==> src/design/irq_tick_pkg.sv <==
// shared constants and types for the interrupt and time base unit
package irq_tick_pkg;

  // --------------------------------------------------------------
  // register offsets
  // --------------------------------------------------------------
  localparam logic [7:0] TICK_CTRL_OFS   = 8'h00;
  localparam logic [7:0] PRESCALER_OFS   = 8'h01;
  localparam logic [7:0] INT_EN_OFS      = 8'h02;
  localparam logic [7:0] INT_FLAG_OFS    = 8'h03;

  // --------------------------------------------------------------
  // field positions and reset values
  // --------------------------------------------------------------
  localparam int         TICK_RUN_BIT    = 7;
  localparam int         TICK_SEL_HI     = 2;
  localparam int         PSC_SEL_HI      = 1;
  localparam logic [7:0] TICK_CTRL_RST   = 8'h00;
  localparam logic [1:0] PSC_SEL_RST     = 2'h0;
  localparam logic [6:0] INT_EN_RST      = 7'h00;
  localparam logic [5:0] INT_FLAG_RST    = 6'h00;

  // --------------------------------------------------------------
  // time base figures
  // --------------------------------------------------------------
  localparam logic [15:0] TICK_BASE_PERIOD = 16'h0100;
  localparam logic [1:0]  SYS_DIV4_LAST    = 2'h3;
  localparam logic [1:0]  PSC_SYS          = 2'h0;
  localparam logic [1:0]  PSC_SYS_DIV4     = 2'h1;

  // --------------------------------------------------------------
  // request flags, one per source; bit order is also the priority
  // --------------------------------------------------------------
  typedef struct packed {
    logic group;
    logic tick;
    logic nvm;
    logic twowire;
    logic serial;
    logic lowsupply;
  } req_t;

  // enables: per-source enables above the global enable in bit 0
  typedef struct packed {
    req_t src;
    logic global_int_en;
  } en_t;

  typedef enum logic [2:0] {
    VEC_LOWSUPPLY,
    VEC_SERIAL,
    VEC_TWOWIRE,
    VEC_NVM,
    VEC_TICK,
    VEC_GROUP,
    VEC_NONE
  } vec_t;

endpackage

==> src/design/irq_tick_unit.sv <==
// interrupt request, vectoring, wake-up and periodic time base logic
//
// Decided for this implementation: the strobed register port and the address map.
`timescale 1ns/1ns

// Function
// - tick_run bit starts and stops time base
// - tick control bits six to three read zero
// - period is 2^(8+sel) prescaled clock cycles
// - low supply sets flag; vectors when enabled
// - low supply service clears flag and global
// - any serial condition raises serial request
// - serial conditions arrive as low-going pulses
// - serial service clears flag and global only
// - two-wire byte, match, time-out set flag
// - two-wire service clears flag and global
// - nvm erase or write done sets flag
// - nvm service clears flag and global
// - vector needs enable, global, free stack
// - any flag rising edge wakes the device
// - flags hold until serviced or cleared
// - service clears group flag, software sources
// - only program counter pushed on service
// - interrupt return sets global, plain return not
// - prescaler selects sys, sys/4 or subclock
// - overflow sets tick flag; service clears
module irq_tick_unit (
  input  wire logic        CLK,
  input  wire logic        SYS_RST,
  input  wire logic [7:0]  ADDR,
  input  wire logic [7:0]  WDATA,
  input  wire logic        WR,
  input  wire logic        RD,
  output logic      [7:0]  RDATA,
  input  wire logic        LOW_SUPPLY,
  input  wire logic        SERIAL_EVT_N,
  input  wire logic        TWOWIRE_EVT,
  input  wire logic        NVM_DONE,
  input  wire logic        GROUP_EVT,
  input  wire logic        SUB_TICK,
  input  wire logic        CORE_READY,
  input  wire logic        STACK_FULL,
  input  wire logic        RET_INT,
  output logic             VEC_TAKE,
  output logic             PUSH_PC,
  output logic      [2:0]  VEC_ID,
  output logic             WAKE
);

  // --------------------------------------------------------------
  // state
  // --------------------------------------------------------------
  logic                    tick_run_reg;
  logic [2:0]              tick_period_sel_reg;
  logic [1:0]              prescaler_src_sel_reg;
  irq_tick_pkg::en_t       en_reg;
  irq_tick_pkg::en_t       en_next;
  irq_tick_pkg::req_t      flag_reg;
  irq_tick_pkg::req_t      flag_next;
  irq_tick_pkg::req_t      flag_prev_reg;
  irq_tick_pkg::req_t      set_evt;
  irq_tick_pkg::req_t      pend;
  irq_tick_pkg::vec_t      sel_vec;
  logic                    take;
  logic                    serial_prev_reg;
  logic [1:0]              div4_reg;
  logic                    prescaled_clock;
  logic [14:0]             tick_cnt_reg;
  logic [15:0]             tick_last;
  logic                    tick_ovf;
  logic                    wr_tick;
  logic                    wr_psc;
  logic                    wr_en;
  logic                    wr_flag;

  // --------------------------------------------------------------
  // register decode
  // --------------------------------------------------------------
  always_comb begin
    wr_tick = 1'b0;
    wr_psc  = 1'b0;
    wr_en   = 1'b0;
    wr_flag = 1'b0;
    if (WR && ADDR == irq_tick_pkg::TICK_CTRL_OFS) begin
      wr_tick = 1'b1;
    end else if (WR && ADDR == irq_tick_pkg::PRESCALER_OFS) begin
      wr_psc = 1'b1;
    end else if (WR && ADDR == irq_tick_pkg::INT_EN_OFS) begin
      wr_en = 1'b1;
    end else if (WR && ADDR == irq_tick_pkg::INT_FLAG_OFS) begin
      wr_flag = 1'b1;
    end
  end

  always_ff @(posedge CLK or posedge SYS_RST) begin
    if (SYS_RST) begin
      tick_run_reg        <= irq_tick_pkg::TICK_CTRL_RST[irq_tick_pkg::TICK_RUN_BIT];
      tick_period_sel_reg <= irq_tick_pkg::TICK_CTRL_RST[irq_tick_pkg::TICK_SEL_HI:0];
    end else if (wr_tick) begin
      tick_run_reg        <= WDATA[irq_tick_pkg::TICK_RUN_BIT];
      tick_period_sel_reg <= WDATA[irq_tick_pkg::TICK_SEL_HI:0];
    end
  end

  always_ff @(posedge CLK or posedge SYS_RST) begin
    if (SYS_RST) begin
      prescaler_src_sel_reg <= irq_tick_pkg::PSC_SEL_RST;
    end else if (wr_psc) begin
      prescaler_src_sel_reg <= WDATA[irq_tick_pkg::PSC_SEL_HI:0];
    end
  end

  // read data stands only in the cycle after the strobe
  always_ff @(posedge CLK or posedge SYS_RST) begin
    if (SYS_RST) begin
      RDATA <= 8'h00;
    end else if (!RD) begin
      RDATA <= 8'h00;
    end else if (ADDR == irq_tick_pkg::TICK_CTRL_OFS) begin
      RDATA <= {tick_run_reg, 4'h0, tick_period_sel_reg};
    end else if (ADDR == irq_tick_pkg::PRESCALER_OFS) begin
      RDATA <= {6'h00, prescaler_src_sel_reg};
    end else if (ADDR == irq_tick_pkg::INT_EN_OFS) begin
      RDATA <= {1'b0, en_reg};
    end else if (ADDR == irq_tick_pkg::INT_FLAG_OFS) begin
      RDATA <= {2'h0, flag_reg};
    end else begin
      RDATA <= 8'h00;
    end
  end

  // --------------------------------------------------------------
  // time base
  // --------------------------------------------------------------
  always_ff @(posedge CLK or posedge SYS_RST) begin
    if (SYS_RST) begin
      div4_reg <= 2'h0;
    end else begin
      div4_reg <= div4_reg + 2'h1;
    end
  end

  // prescaler source select; subclock arrives as a tick strobe
  always_comb begin
    if (prescaler_src_sel_reg == irq_tick_pkg::PSC_SYS) begin
      prescaled_clock = 1'b1;
    end else if (prescaler_src_sel_reg == irq_tick_pkg::PSC_SYS_DIV4) begin
      prescaled_clock = (div4_reg == irq_tick_pkg::SYS_DIV4_LAST);
    end else begin
      prescaled_clock = SUB_TICK;
    end
  end

  // last count of the selected period
  assign tick_last = (irq_tick_pkg::TICK_BASE_PERIOD << tick_period_sel_reg) - 16'h0001;
  assign tick_ovf  = tick_run_reg && prescaled_clock && ({1'b0, tick_cnt_reg} == tick_last);

  // counter held at zero while stopped, so a restart gives a full period
  always_ff @(posedge CLK or posedge SYS_RST) begin
    if (SYS_RST) begin
      tick_cnt_reg <= 15'h0000;
    end else if (!tick_run_reg || tick_ovf) begin
      tick_cnt_reg <= 15'h0000;
    end else if (prescaled_clock) begin
      tick_cnt_reg <= tick_cnt_reg + 15'h0001;
    end
  end

  // --------------------------------------------------------------
  // request sources
  // --------------------------------------------------------------
  always_ff @(posedge CLK or posedge SYS_RST) begin
    if (SYS_RST) begin
      serial_prev_reg <= 1'b1;
    end else begin
      serial_prev_reg <= SERIAL_EVT_N;
    end
  end

  always_comb begin
    // flag follows a low supply report
    set_evt.lowsupply = LOW_SUPPLY;
    // the serial port ORs its conditions into one low pulse
    set_evt.serial    = serial_prev_reg && !SERIAL_EVT_N;
    // byte done, address match or time-out
    set_evt.twowire   = TWOWIRE_EVT;
    set_evt.nvm       = NVM_DONE;
    set_evt.tick      = tick_ovf;
    set_evt.group     = GROUP_EVT;
  end

  // --------------------------------------------------------------
  // arbitration
  // --------------------------------------------------------------
  assign pend = flag_reg & en_reg.src;

  // lowest bit wins; others stay pending
  always_comb begin
    sel_vec = irq_tick_pkg::VEC_NONE;
    for (int i = 5; i >= 0; i--) begin
      if (pend[i]) begin
        sel_vec = irq_tick_pkg::vec_t'(i[2:0]);
      end
    end
  end

  // source enable, global enable and a free stack entry
  assign take = CORE_READY && en_reg.global_int_en && !STACK_FULL &&
                (sel_vec != irq_tick_pkg::VEC_NONE);

  // flags hold; a hardware set wins over any clear in the same cycle
  always_comb begin
    flag_next = flag_reg;
    if (wr_flag) begin
      // software may also preset a flag to mask its wake-up
      flag_next = irq_tick_pkg::req_t'(WDATA[5:0]);
    end
    if (take) begin
      flag_next[sel_vec] = 1'b0;
    end
    flag_next = flag_next | set_evt;
  end

  always_comb begin
    en_next = en_reg;
    if (wr_en) begin
      en_next = irq_tick_pkg::en_t'(WDATA[6:0]);
    end
    if (take) begin
      en_next.global_int_en = 1'b0;
    end
    // interrupt return reopens; a plain return is not seen here
    if (RET_INT) begin
      en_next.global_int_en = 1'b1;
    end
  end

  always_ff @(posedge CLK or posedge SYS_RST) begin
    if (SYS_RST) begin
      flag_reg      <= irq_tick_pkg::INT_FLAG_RST;
      flag_prev_reg <= irq_tick_pkg::INT_FLAG_RST;
    end else begin
      flag_reg      <= flag_next;
      flag_prev_reg <= flag_reg;
    end
  end

  always_ff @(posedge CLK or posedge SYS_RST) begin
    if (SYS_RST) begin
      en_reg <= irq_tick_pkg::INT_EN_RST;
    end else begin
      en_reg <= en_next;
    end
  end

  // --------------------------------------------------------------
  // core side
  // --------------------------------------------------------------
  // one push request, program counter only
  always_ff @(posedge CLK or posedge SYS_RST) begin
    if (SYS_RST) begin
      VEC_TAKE <= 1'b0;
      PUSH_PC  <= 1'b0;
      VEC_ID   <= irq_tick_pkg::VEC_NONE;
    end else begin
      VEC_TAKE <= take;
      PUSH_PC  <= take;
      VEC_ID   <= take ? sel_vec : irq_tick_pkg::VEC_NONE;
    end
  end

  // wake on any rising flag, enables ignored
  always_ff @(posedge CLK or posedge SYS_RST) begin
    if (SYS_RST) begin
      WAKE <= 1'b0;
    end else begin
      WAKE <= |(flag_reg & ~flag_prev_reg);
    end
  end

  // --------------------------------------------------------------
  // checks
  // --------------------------------------------------------------
  a_reserved_read_zero: assert property (
    @(posedge CLK) disable iff (SYS_RST)
    (RD && ADDR == irq_tick_pkg::TICK_CTRL_OFS) |=> (RDATA[6:3] == 4'h0))
    else $error("tick control reserved bits not zero");

  a_stopped_counter_zero: assert property (
    @(posedge CLK) disable iff (SYS_RST)
    (!tick_run_reg && !wr_tick) |=> (tick_cnt_reg == 15'h0000))
    else $error("time base counter not held while stopped");

  a_overflow_sets_flag: assert property (
    @(posedge CLK) disable iff (SYS_RST)
    tick_ovf |=> flag_reg.tick)
    else $error("overflow did not set tick flag");

  a_lowsupply_sets_flag: assert property (
    @(posedge CLK) disable iff (SYS_RST)
    LOW_SUPPLY |=> flag_reg.lowsupply)
    else $error("low supply did not set flag");

  a_serial_pulse_flag: assert property (
    @(posedge CLK) disable iff (SYS_RST)
    $fell(SERIAL_EVT_N) |=> flag_reg.serial)
    else $error("serial low pulse did not set flag");

  a_no_take_full: assert property (
    @(posedge CLK) disable iff (SYS_RST)
    (STACK_FULL || !en_reg.global_int_en) |=> !VEC_TAKE)
    else $error("vector taken without global enable or stack room");

  a_take_clears_global: assert property (
    @(posedge CLK) disable iff (SYS_RST)
    (take && !RET_INT && !wr_en) |=> (!en_reg.global_int_en && VEC_TAKE && PUSH_PC
                                      && VEC_ID == $past(sel_vec)))
    else $error("service did not clear global enable or signal vector");

  a_return_from_interrupt_sets_global: assert property (
    @(posedge CLK) disable iff (SYS_RST)
    RET_INT |=> en_reg.global_int_en)
    else $error("interrupt return did not set global enable");

  a_wake_on_rise: assert property (
    @(posedge CLK) disable iff (SYS_RST)
    (|(flag_reg & ~flag_prev_reg)) |=> WAKE)
    else $error("rising flag gave no wake");

endmodule

==> config.mk <==
export PLATFORM = sky130hd
export DESIGN_NAME = irq_tick_unit
export DESIGN_NICKNAME = d
export VERILOG_FILES = /design/src/design/irq_tick_pkg.sv /design/src/design/irq_tick_unit.sv
export SDC_FILE = /design/constraint.sdc
export NUM_CORES = 1
export LEC_CHECK = 0
export BUFFER_PORTS_ARGS = -buffer_cell sky130_fd_sc_hd__buf_2
export CAP_MARGIN = 20
export CORE_ASPECT_RATIO = 0.75
export CORE_MARGIN = 2
export CORE_UTILIZATION = 57
export CTS_CLUSTER_SIZE = 16
export DETAILED_ROUTE_END_ITERATION = 10
export PLACE_DENSITY = 0.84
export SYNTH_ARGS = -nofsm -noshare
export SYNTH_HDL_FRONTEND = slang
export SYNTH_SLANG_ARGS = --single-unit
==> constraint.sdc <==
create_clock -name CLK -period 3.85 [get_ports CLK]
set_input_delay 0.77 -clock CLK [delete_from_list [all_inputs] [get_ports CLK]]
set_output_delay 0.77 -clock CLK [all_outputs]
set_load 0.05 [all_outputs]
==> run summary, run 1 <==
• synthesized area: 2740 µm²
• count of TritonRoute iterations in the first routing pass: 5
• setup clock skew after layout: 9.56 ps
• Area growth, synth to finish: 13.9%
• sequential element share of the synthesized area: 0.514
• count of input and output buffers: 42
• total number of H-tree levels: 2
• Max Clock Freq: 0.458 GHz
• global placer's final weighted congestion: 0.818
• aggregate global-route resource usage: 0.224
• remaining antenna violation count: 0
• internal reg-to-reg setup slack: 1670 ps
• clock period minus final worst setup slack: 2180 ps
• largest net degree at the start of global routing: 55
• run status: finished, final reports clean
• number of instances in the synthesized netlist: 249
• met1 wire length: 2760 µm
• max-slew violations: 0
• total core area: 4550 µm²
• wire length of the first global-routing pass: 9320 µm
• nets: 322
• pin slew with the least headroom to its limit: 676 ps
• crit path launch type: flip-flop
• Max Cap Violations: 0
• Final TNS setup: 0 ps
• io pins: 43
• total area of multi-input combinational cells: 1220 µm²
• final worst path period share: 0.567
• footprint of the flip-flops and latches: 1410 µm²
• WL per Instance: 16.1 µm
• ratio of cells with drive above 1 in the final layout: 0.271
• Via density: 5.88
• Post-Route WL: 5640 µm
• diode insertion count for antenna repair: 0
• buffers from clock root to sink, at most: 2
• initial antenna violation count: 0
• number of cells traversed by the worst register-to-register path: 6
• CTS Root Cell: sky130_fd_sc_hd__clkbuf_8
• drt initial violations: 108
• detailed-route via count: 2052
• post-synthesis average cell area: 11.0 µm²
• required time worst endpoint: 4100 ps
• Detail Route met2 WL: 2490 µm
• die outline width: 84.0 µm
• Total Die Area: 5370 µm²
• total of hold buffers inserted after clock tree synthesis: 0
• number of buffers inserted by post-CTS setup repair: 0
• clock transition at the registers of the reported paths: 100 ps
• setup repair after global routing missed its margin: false
• synthesized net count: 280
• static leakage: 1.46 nW
• Routed met3 length: 337 µm
• top fanout value on the critical path: 10
• vias in the first global route: 1990
• Setup violations, final: 0
• Largest register FFs: 15
• kind of path behind the tightest hold check: in2async
• TritonCTS clock tree: done
• top layer in use: met4
• GRT overflow: 0
• remaining design rule violation count: 0
• #FFs+latches synth: 56
• max_slew headroom: 0.547
• CP Data Arrival Time: 2430 ps
• total number of placement rows: 21
• number of library cell types mapped by synthesis: 51
• synthesis warning total: 0
• fin util: 0.685
• clock buffers created by TritonCTS: 5
• Main synth FF type: sky130_fd_sc_hd__dfrtp_1
• endpoint class of the critical path: flip-flop
• clock sink total: 56
• total of fill cells in the finished design: 336
• Worst Setup Path Type: reg2reg
• half-perimeter wire length after detailed placement: 4030 µm
• final count of hold timing violations: 0
• clock insertion delay at the later pin of the skew report: 320 ps
• height of the chip: 64.0 µm
• maximum ir drop on the vdd rail: 296 µV
• Starting Density: 0.602
• cells resized by post-CTS repair: 0
• PD cells: 363 nW/µm²
• number of enable-type register cells in the synthesized netlist: 0
• async set or reset register ratio after synthesis: 1.00
## metrics by stage
step	hold WS, ps	total power, W	instances	cell area, µm²	setup WS (ps)
2_1_floorplan	401	0.000699	249	2740	1710
3_3_place_gp	415	0.000730	340	2970	1580
3_5_place_dp	427	0.000733	340	2970	1530
4_1_cts	447	0.00113	348	3090	1650
5_1_grt	447	0.00117	349	3110	1470
6_report	418	0.00113	349	3110	1670
## final timing paths
| check | start | to |
|---|---|---|
| worst max register to register | tick_cnt_reg[0]$_DFFE_PP0P_ | flag_reg[4]$_DFF_PP0_ |
| worst max-delay path | tick_cnt_reg[0]$_DFFE_PP0P_ | flag_reg[4]$_DFF_PP0_ |
| max in group asynchronous | SYS_RST | VEC_ID[2]$_DFF_PP1_ |
| min in group CLK | div4_reg[0]$_DFF_PP0_ | div4_reg[0]$_DFF_PP0_ |
| worst min register to register | div4_reg[0]$_DFF_PP0_ | div4_reg[0]$_DFF_PP0_ |
| worst min-delay path | SYS_RST | RDATA[2]$_DFF_PP0_ |
## layout make-up
type	instances	share of cell area
flip-flops and latches	56	0.451
multi-input cells	170	0.393
repair buffers	45	0.0787
clock buffers	6	0.0265
well taps	57	0.0229
inverters	13	0.0157
clock inverters	2	0.0125
## layout by cell type (no fill, tap or decap), types with 6 or more instances in the layout
cell / count
sky130_fd_sc_hd__nor3b_1: 12
sky130_fd_sc_hd__nor2_1: 16
sky130_fd_sc_hd__xnor2_1: 6
sky130_fd_sc_hd__nor3_1: 10
sky130_fd_sc_hd__nand2_1: 21
sky130_fd_sc_hd__nand3_1: 7
sky130_fd_sc_hd__mux2i_1: 10
sky130_fd_sc_hd__and3_1: 6
sky130_fd_sc_hd__inv_1: 12
sky130_fd_sc_hd__mux2_2: 14
sky130_fd_sc_hd__buf_2: 42
sky130_fd_sc_hd__clkbuf_8: 6
sky130_fd_sc_hd__o21bai_1: 6
sky130_fd_sc_hd__dfrtp_1: 53
## power breakdown
| part | internal (W) | switching [W] | total, W |
|---|---|---|---|
| Combinational | 0.0000432 | 0.0000629 | 0.000106 |
| Clock | 0.000213 | 0.000194 | 0.000407 |
| Sequential | 0.000602 | 0.0000169 | 0.000619 |
| Total | 0.000858 | 0.000273 | 0.00113 |
## layer usage
layer | track usage | vias to the layer above
li1 | - | 968
met1 | 0.328 | 990
met2 | 0.334 | 89
met3 | 0.0426 | 5
met4 | 0.0847 | 0
met5 | 0 | -
## worst max-delay path: stages (launching register included)
cell	delay [ps]
sky130_fd_sc_hd__dfrtp_1	410
sky130_fd_sc_hd__ha_1	180
sky130_fd_sc_hd__nand3_1	150
sky130_fd_sc_hd__or2_2	370
sky130_fd_sc_hd__nor2_1	190
sky130_fd_sc_hd__nor4b_4	610
sky130_fd_sc_hd__o21bai_1	200
## cell families after synthesis
family | share of synthesized area
and+or+nand+nor | 0.208
DFF | 0.514
AOI/OAI and AO/OA | 0.0855
muxes | 0.112
buffers and inverters | 0.0393
xor gates and xnor gates | 0.0320
adders and majority gates | 0.00915
## cells in the mapped netlist (all sizes together), types with 3 or more instances
library cell / n / area, µm²
a21oi: 4 / 31.3
and2: 3 / 18.8
and3: 7 / 45.1
buf: 5 / 40.0
clkbuf: 5 / 18.8
dfrtp: 53 / 1330
dfstp: 3 / 78.8
inv: 13 / 48.8
mux2: 14 / 158
mux2i: 10 / 100
nand2: 21 / 78.8
nand3: 7 / 35.0
nand3b: 5 / 37.5
nand4: 4 / 25.0
nor2: 16 / 60.1
nor3: 10 / 50.1
nor3b: 12 / 90.1
nor4: 3 / 18.8
o21ai: 3 / 15.0
o21bai: 6 / 45.0
o22ai: 5 / 31.3
or2: 3 / 18.8
xnor2: 6 / 52.6
xor2: 4 / 35.0
Note: power is estimated with default switching activity, not from simulation.
==> inputs of run 2 (changes only) <==
- CORE_UTILIZATION: 57 -> 56
- PLACE_DENSITY: 0.84 -> 0.83
- clock period: 3.85 -> 2.2 ns (I/O delays scaled with it)
==> run 2 against run 1 <==
- final area is 0.52% lower
- power rose by 63%
- sequential cell count stayed put
- critical path depth rose by 1
- via count rose by 2.2%
- critical endpoint is now tick_cnt_reg[7]$_DFFE_PP0P_
- largest cell class unchanged
==> run summary, run 2 (synthesis gave the netlist of run 1 again) <==
• initial antenna violation count: 0
• clock share of power: 0.313
• clock period minus final worst setup slack: 1990 ps
• max-slew violations: 0
• fraction of power spent switching nets: 0.248
• placed cell count: 341
• Via density: 5.97
• part of the total power dissipated in combinational logic: 0.102
• pin slew with the least headroom to its limit: 536 ps
• nets: 324
• final cell count without fillers: 351
• Final TNS setup: 0 ps
• count of TritonRoute iterations in the first routing pass: 4
• count of buffering cells on the critical path with inverters included: 1
• endpoint class of the critical path: flip-flop
• die outline width: 84.7 µm
• internal reg-to-reg setup slack: 210 ps
• diode insertion count for antenna repair: 0
• Flop pwr share: 0.585
• PD cells: 595 nW/µm²
• most common cell after layout, fill and taps aside: sky130_fd_sc_hd__dfrtp_1
• clock sink total: 56
• CP Data Arrival Time: 2200 ps
• top fanout value on the critical path: 7
• Post-Route WL: 5670 µm
• clock transition at the registers of the reported paths: 90 ps
• Largest register FFs: 15
• Worst Setup Path Type: reg2reg
• global placer's final weighted congestion: 0.822
• internal power summed over all cells: 0.00139 W
• cell-by-cell trace of the critical path: ha_1, or3b_2, nand2_1, nor2_1, nor4b_4, buf_4, nor3b_1
• switching power total: 0.000456 W
• total number of H-tree levels: 2
• Total Die Area: 5470 µm²
• total number of placement rows: 21
• final worst path period share: 0.903
• GRT overflow: 0
• io pins: 43
• aggregate global-route resource usage: 0.237
• beginning of the worst register-to-register path: div4_reg[0]$_DFF_PP0_
• Setup violations, final: 0
• path length in cells of the critical path: 7
• TritonCTS clock tree: done
• CTS Root Cell: sky130_fd_sc_hd__clkbuf_8
• static leakage: 1.46 nW
• detailed-route via count: 2097
• cell at the slowest stage of the critical path: sky130_fd_sc_hd__or3b_2
• WL per Instance: 16.2 µm
• vias in the first global route: 2153
• Starting Density: 0.598
• total core area: 4570 µm²
• maximum ir drop on the vdd rail: 479 µV
• Max Cap Violations: 0
• ratio of cells with drive above 1 in the final layout: 0.269
• run status: finished, final reports clean
• count of input and output buffers: 42
• largest stage delay on the critical path: 480 ps
• remaining antenna violation count: 0
• Worst R2R End: tick_cnt_reg[7]$_DFFE_PP0P_
• leading cell types in the layout, fill and taps excluded: sky130_fd_sc_hd__dfrtp_1 (53), sky130_fd_sc_hd__buf_2 (42), sky130_fd_sc_hd__nand2_1 (21)
• setup clock skew after layout: 8.91 ps
• Max Clock Freq: 0.503 GHz
• half-perimeter wire length after detailed placement: 4320 µm
• clock insertion delay at the later pin of the skew report: 310 ps
• Top delay family on crit path: simple AND/OR/NAND/NOR gates
• largest net degree at the start of global routing: 35
• kind of path behind the tightest hold check: in2async
• clock buffers created by TritonCTS: 5
• drt initial violations: 234
• crit path launch type: flip-flop
• remaining design rule violation count: 0
• wire length of the first global-routing pass: 10100 µm
• required time worst endpoint: 2420 ps
• buffers from clock root to sink, at most: 2
• max_slew headroom: 0.640
• Area growth, synth to finish: 13.3%
• setup repair after global routing missed its margin: false
• number of cells traversed by the worst register-to-register path: 7
• final count of hold timing violations: 0
• height of the chip: 64.5 µm
==> run 2: changes by cell type in the layout (fill, tap and decap cells not counted), sizes merged <==
cell    before  now
buf         45   47
clkinv       1    0
bufinv       1    0
clkbuf       6    8
==> run 2: worst max path at each step <==
stage / end / start
finish: tick_cnt_reg[7]$_DFFE_PP0P_ / div4_reg[0]$_DFF_PP0_
global route: tick_cnt_reg[7]$_DFFE_PP0P_ / div4_reg[0]$_DFF_PP0_
CTS: flag_reg[4]$_DFF_PP0_ / tick_cnt_reg[0]$_DFFE_PP0P_
detailed placement: tick_cnt_reg[7]$_DFFE_PP0P_ / tick_cnt_reg[0]$_DFFE_PP0P_
global placement: flag_reg[4]$_DFF_PP0_ / tick_cnt_reg[0]$_DFFE_PP0P_
floorplan: PUSH_PC$_DFF_PP0_ / SYS_RST
==> run 2: area by class of cell <==
| type | instances | area, µm² |
|---|---|---|
| Clock buffer | 8 | 90.1 |
| Fill cell | 357 | 1470 |
| Inverter | 13 | 48.8 |
| Multi-Input combinational cell | 170 | 1220 |
| Sequential cell | 56 | 1410 |
| Tap cell | 57 | 71.3 |
| Timing Repair Buffer | 47 | 260 |
==> run 2: what timing repair did <==
item                                    in CTS  in global routing
gates resized for setup                      0                  0
setup buffers                                0                  2
hold buffers                                 0                  0
endpoints found under the setup margin       0                 10
==> run 2: power by group through the flow <==
stage	combinational, W	clock [W]	sequential, W
after floorplan	0.000114	0	0.00111
after global placement	0.000184	0	0.00110
after detailed placement	0.000188	0	0.00110
after CTS	0.000189	0.000582	0.00108
after global routing	0.000208	0.000632	0.00108
final	0.000188	0.000576	0.00108
==> run 2: layer usage <==
metal,vias up,global-route usage,part of all wire
li1,975,-,-
met1,1032,0.351,0.49
met2,78,0.333,0.42
met3,12,0.0688,0.074
met4,0,0.0853,0.015
met5,-,0,0
==> run 2: through the flow <==
step	setup slack (ps)	cell area (µm²)	util	total power [W]	hold WS [ps]
2_1_floorplan	394	2740	-	0.00122	401
3_3_place_gp	291	2990	0.655	0.00128	412
3_5_place_dp	133	2990	0.655	0.00129	434
4_1_cts	112	3080	0.674	0.00185	163
5_1_grt	81.4	3100	0.678	0.00192	185
6_report	213	3100	0.678	0.00184	149
==> inputs of run 3 (changes only) <==
- CORE_MARGIN: 2 -> 1
- CORE_UTILIZATION: 56 -> 55
- PLACE_DENSITY: 0.83 -> 0.82
==> run 3 against run 2 <==
- register-to-register slack about the same
- final area up 0.57%
- utilization down 0.39 points
- global-route usage down 0.20 points
- via count down 0.72%
- combinational power about the same
- routed wire length up 1.8%
- critical path depth down 2
- sequential cell count unchanged
- sequential share of layout area down 0.26 points
- non-clock buffer count down 1
- critical endpoint is now tick_cnt_reg[10]$_DFFE_PP0P_
- largest cell class unchanged
==> run summary, run 3 (synthesis gave the netlist of run 1 again) <==
• PD cells: 630 nW/µm²
• clock period minus final worst setup slack: 1990 ps
• Total Die Area: 5260 µm²
• met1 wire length: 2950 µm
• pin slew with the least headroom to its limit: 565 ps
• required time worst endpoint: 2380 ps
• detailed-route via count: 2082
• final worst path period share: 0.903
• beginning of the worst register-to-register path: tick_period_sel_reg[1]$_DFFE_PP0P_
• Max Cap Violations: 0
• smallest hold slack: 167 ps
• max-slew violations: 0
• max_slew headroom: 0.621
• count of TritonRoute iterations in the first routing pass: 4
• final count of hold timing violations: 0
• GRT overflow: 0
• remaining design rule violation count: 0
• Area growth, synth to finish: 13.9%
• Setup violations, final: 0
• clock transition at the registers of the reported paths: 100 ps
• total number of H-tree levels: 2
• die outline width: 83.4 µm
• Via density: 5.95
• Worst Setup Path Type: reg2reg
• Largest register FFs: 15
• diode insertion count for antenna repair: 0
• kind of path behind the tightest hold check: in2async
• internal reg-to-reg setup slack: 210 ps
• maximum ir drop on the vdd rail: 468 µV
• aggregate global-route resource usage: 0.235
• cells resized by post-CTS repair: 0
• Post-Route WL: 5770 µm
• largest net degree at the start of global routing: 57
• buffers from clock root to sink, at most: 2
• cell-by-cell trace of the critical path: nand2b_1, a31oi_1, or3_4, nor3_1, o22ai_1
• setup repair after global routing missed its margin: false
• cell at the slowest stage of the critical path: sky130_fd_sc_hd__dfrtp_1
• run status: finished, final reports clean
• top layer in use: met4
• clock buffers created by TritonCTS: 5
• io pins: 43
• clock insertion delay at the later pin of the skew report: 310 ps
• drt initial violations: 219
• CTS Root Cell: sky130_fd_sc_hd__clkbuf_8
• leading cell types in the layout, fill and taps excluded: sky130_fd_sc_hd__dfrtp_1 (53), sky130_fd_sc_hd__buf_2 (42), sky130_fd_sc_hd__nand2_1 (21)
• Detail Route met2 WL: 2440 µm
• wire length of the first global-routing pass: 9810 µm
• Final TNS setup: 0 ps
• crit path launch type: flip-flop
• global placer's final weighted congestion: 0.834
• top fanout value on the critical path: 11
• most common cell after layout, fill and taps aside: sky130_fd_sc_hd__dfrtp_1
• number of cells traversed by the worst register-to-register path: 5
• count of input and output buffers: 42
• endpoint class of the critical path: flip-flop
• total of hold buffers inserted after clock tree synthesis: 0
• half-perimeter wire length after detailed placement: 4130 µm
• number of buffers inserted by post-CTS setup repair: 0
• TritonCTS clock tree: done
• Max Clock Freq: 0.503 GHz
• clock sink total: 56
• ratio of cells with drive above 1 in the final layout: 0.273
• Worst R2R End: tick_cnt_reg[10]$_DFFE_PP0P_
• total core area: 4620 µm²
• setup clock skew after layout: 9.45 ps
• static leakage: 1.46 nW
• Routed met3 length: 341 µm
• height of the chip: 63.1 µm
• fin util: 0.674
• CP Data Arrival Time: 2170 ps
• initial antenna violation count: 0
• vias in the first global route: 2012
• WL per Instance: 16.5 µm
• nets: 323
• Starting Density: 0.591
• remaining antenna violation count: 0
• largest stage delay on the critical path: 590 ps
• total number of placement rows: 21
==> run 3: cell count changes in the layout (fill, tap and decap cells not counted), sizes merged <==
| cell | delta |
|---|---|
| clkinvlp | +1 |
| bufinv | +1 |
| inv | +1 |
| buf | -1 |
| clkbuf | -3 |
==> run 3: per-stage QoR <==
stage | setup slack [ps] | power [W] | cells | instance area, µm²
CTS | 149 | 0.00197 | 349 | 3110
global route | 73.5 | 0.00202 | 350 | 3120
global placement | 249 | 0.00128 | 341 | 2990
floorplan | 394 | 0.00122 | 249 | 2740
detailed placement | 173 | 0.00129 | 341 | 2990
finish | 212 | 0.00196 | 350 | 3120
==> run 3: routing by layer <==
layer  up-vias  GRT usage
li1        971          -
met3         4     0.0511
met5         -          0
met4         0     0.0551
met1      1034      0.369
met2        73      0.332
==> run 3: power by group <==
group / switching, W / total [W] / internal, W
clock: 0.000351 / 0.000694 / 0.000344
sequential: 0.0000255 / 0.00108 / 0.00105
combinational: 0.000114 / 0.000189 / 0.0000747
total: 0.000490 / 0.00196 / 0.00147
==> run 3: worst max path at each step <==
stage,to,slack (ps),start
2_1_floorplan,PUSH_PC$_DFF_PP0_,390,SYS_RST
3_3_place_gp,flag_reg[4]$_DFF_PP0_,250,tick_cnt_reg[0]$_DFFE_PP0P_
3_5_place_dp,flag_reg[4]$_DFF_PP0_,170,tick_cnt_reg[0]$_DFFE_PP0P_
4_1_cts,flag_reg[4]$_DFF_PP0_,150,tick_cnt_reg[0]$_DFFE_PP0P_
5_1_grt,tick_cnt_reg[10]$_DFFE_PP0P_,70,tick_period_sel_reg[2]$_DFFE_PP0P_
6_report,tick_cnt_reg[10]$_DFFE_PP0P_,210,tick_period_sel_reg[1]$_DFFE_PP0P_
==> run 3: worst max-delay path: cells and delay by family (launching register included) <==
kind	cells	cell delay [ps]
simple gates	3	1030
compound gates	2	250
flops	1	590
==> run 3: cell type report <==
cell class / count / area [µm²]
clock buffer: 5 / 68.8
clock inverter: 3 / 46.3
fill: 366 / 1510
inverter: 13 / 48.8
multi-input combinational: 170 / 1220
sequential: 56 / 1410
tap: 57 / 71.3
timing repair buffer: 46 / 253
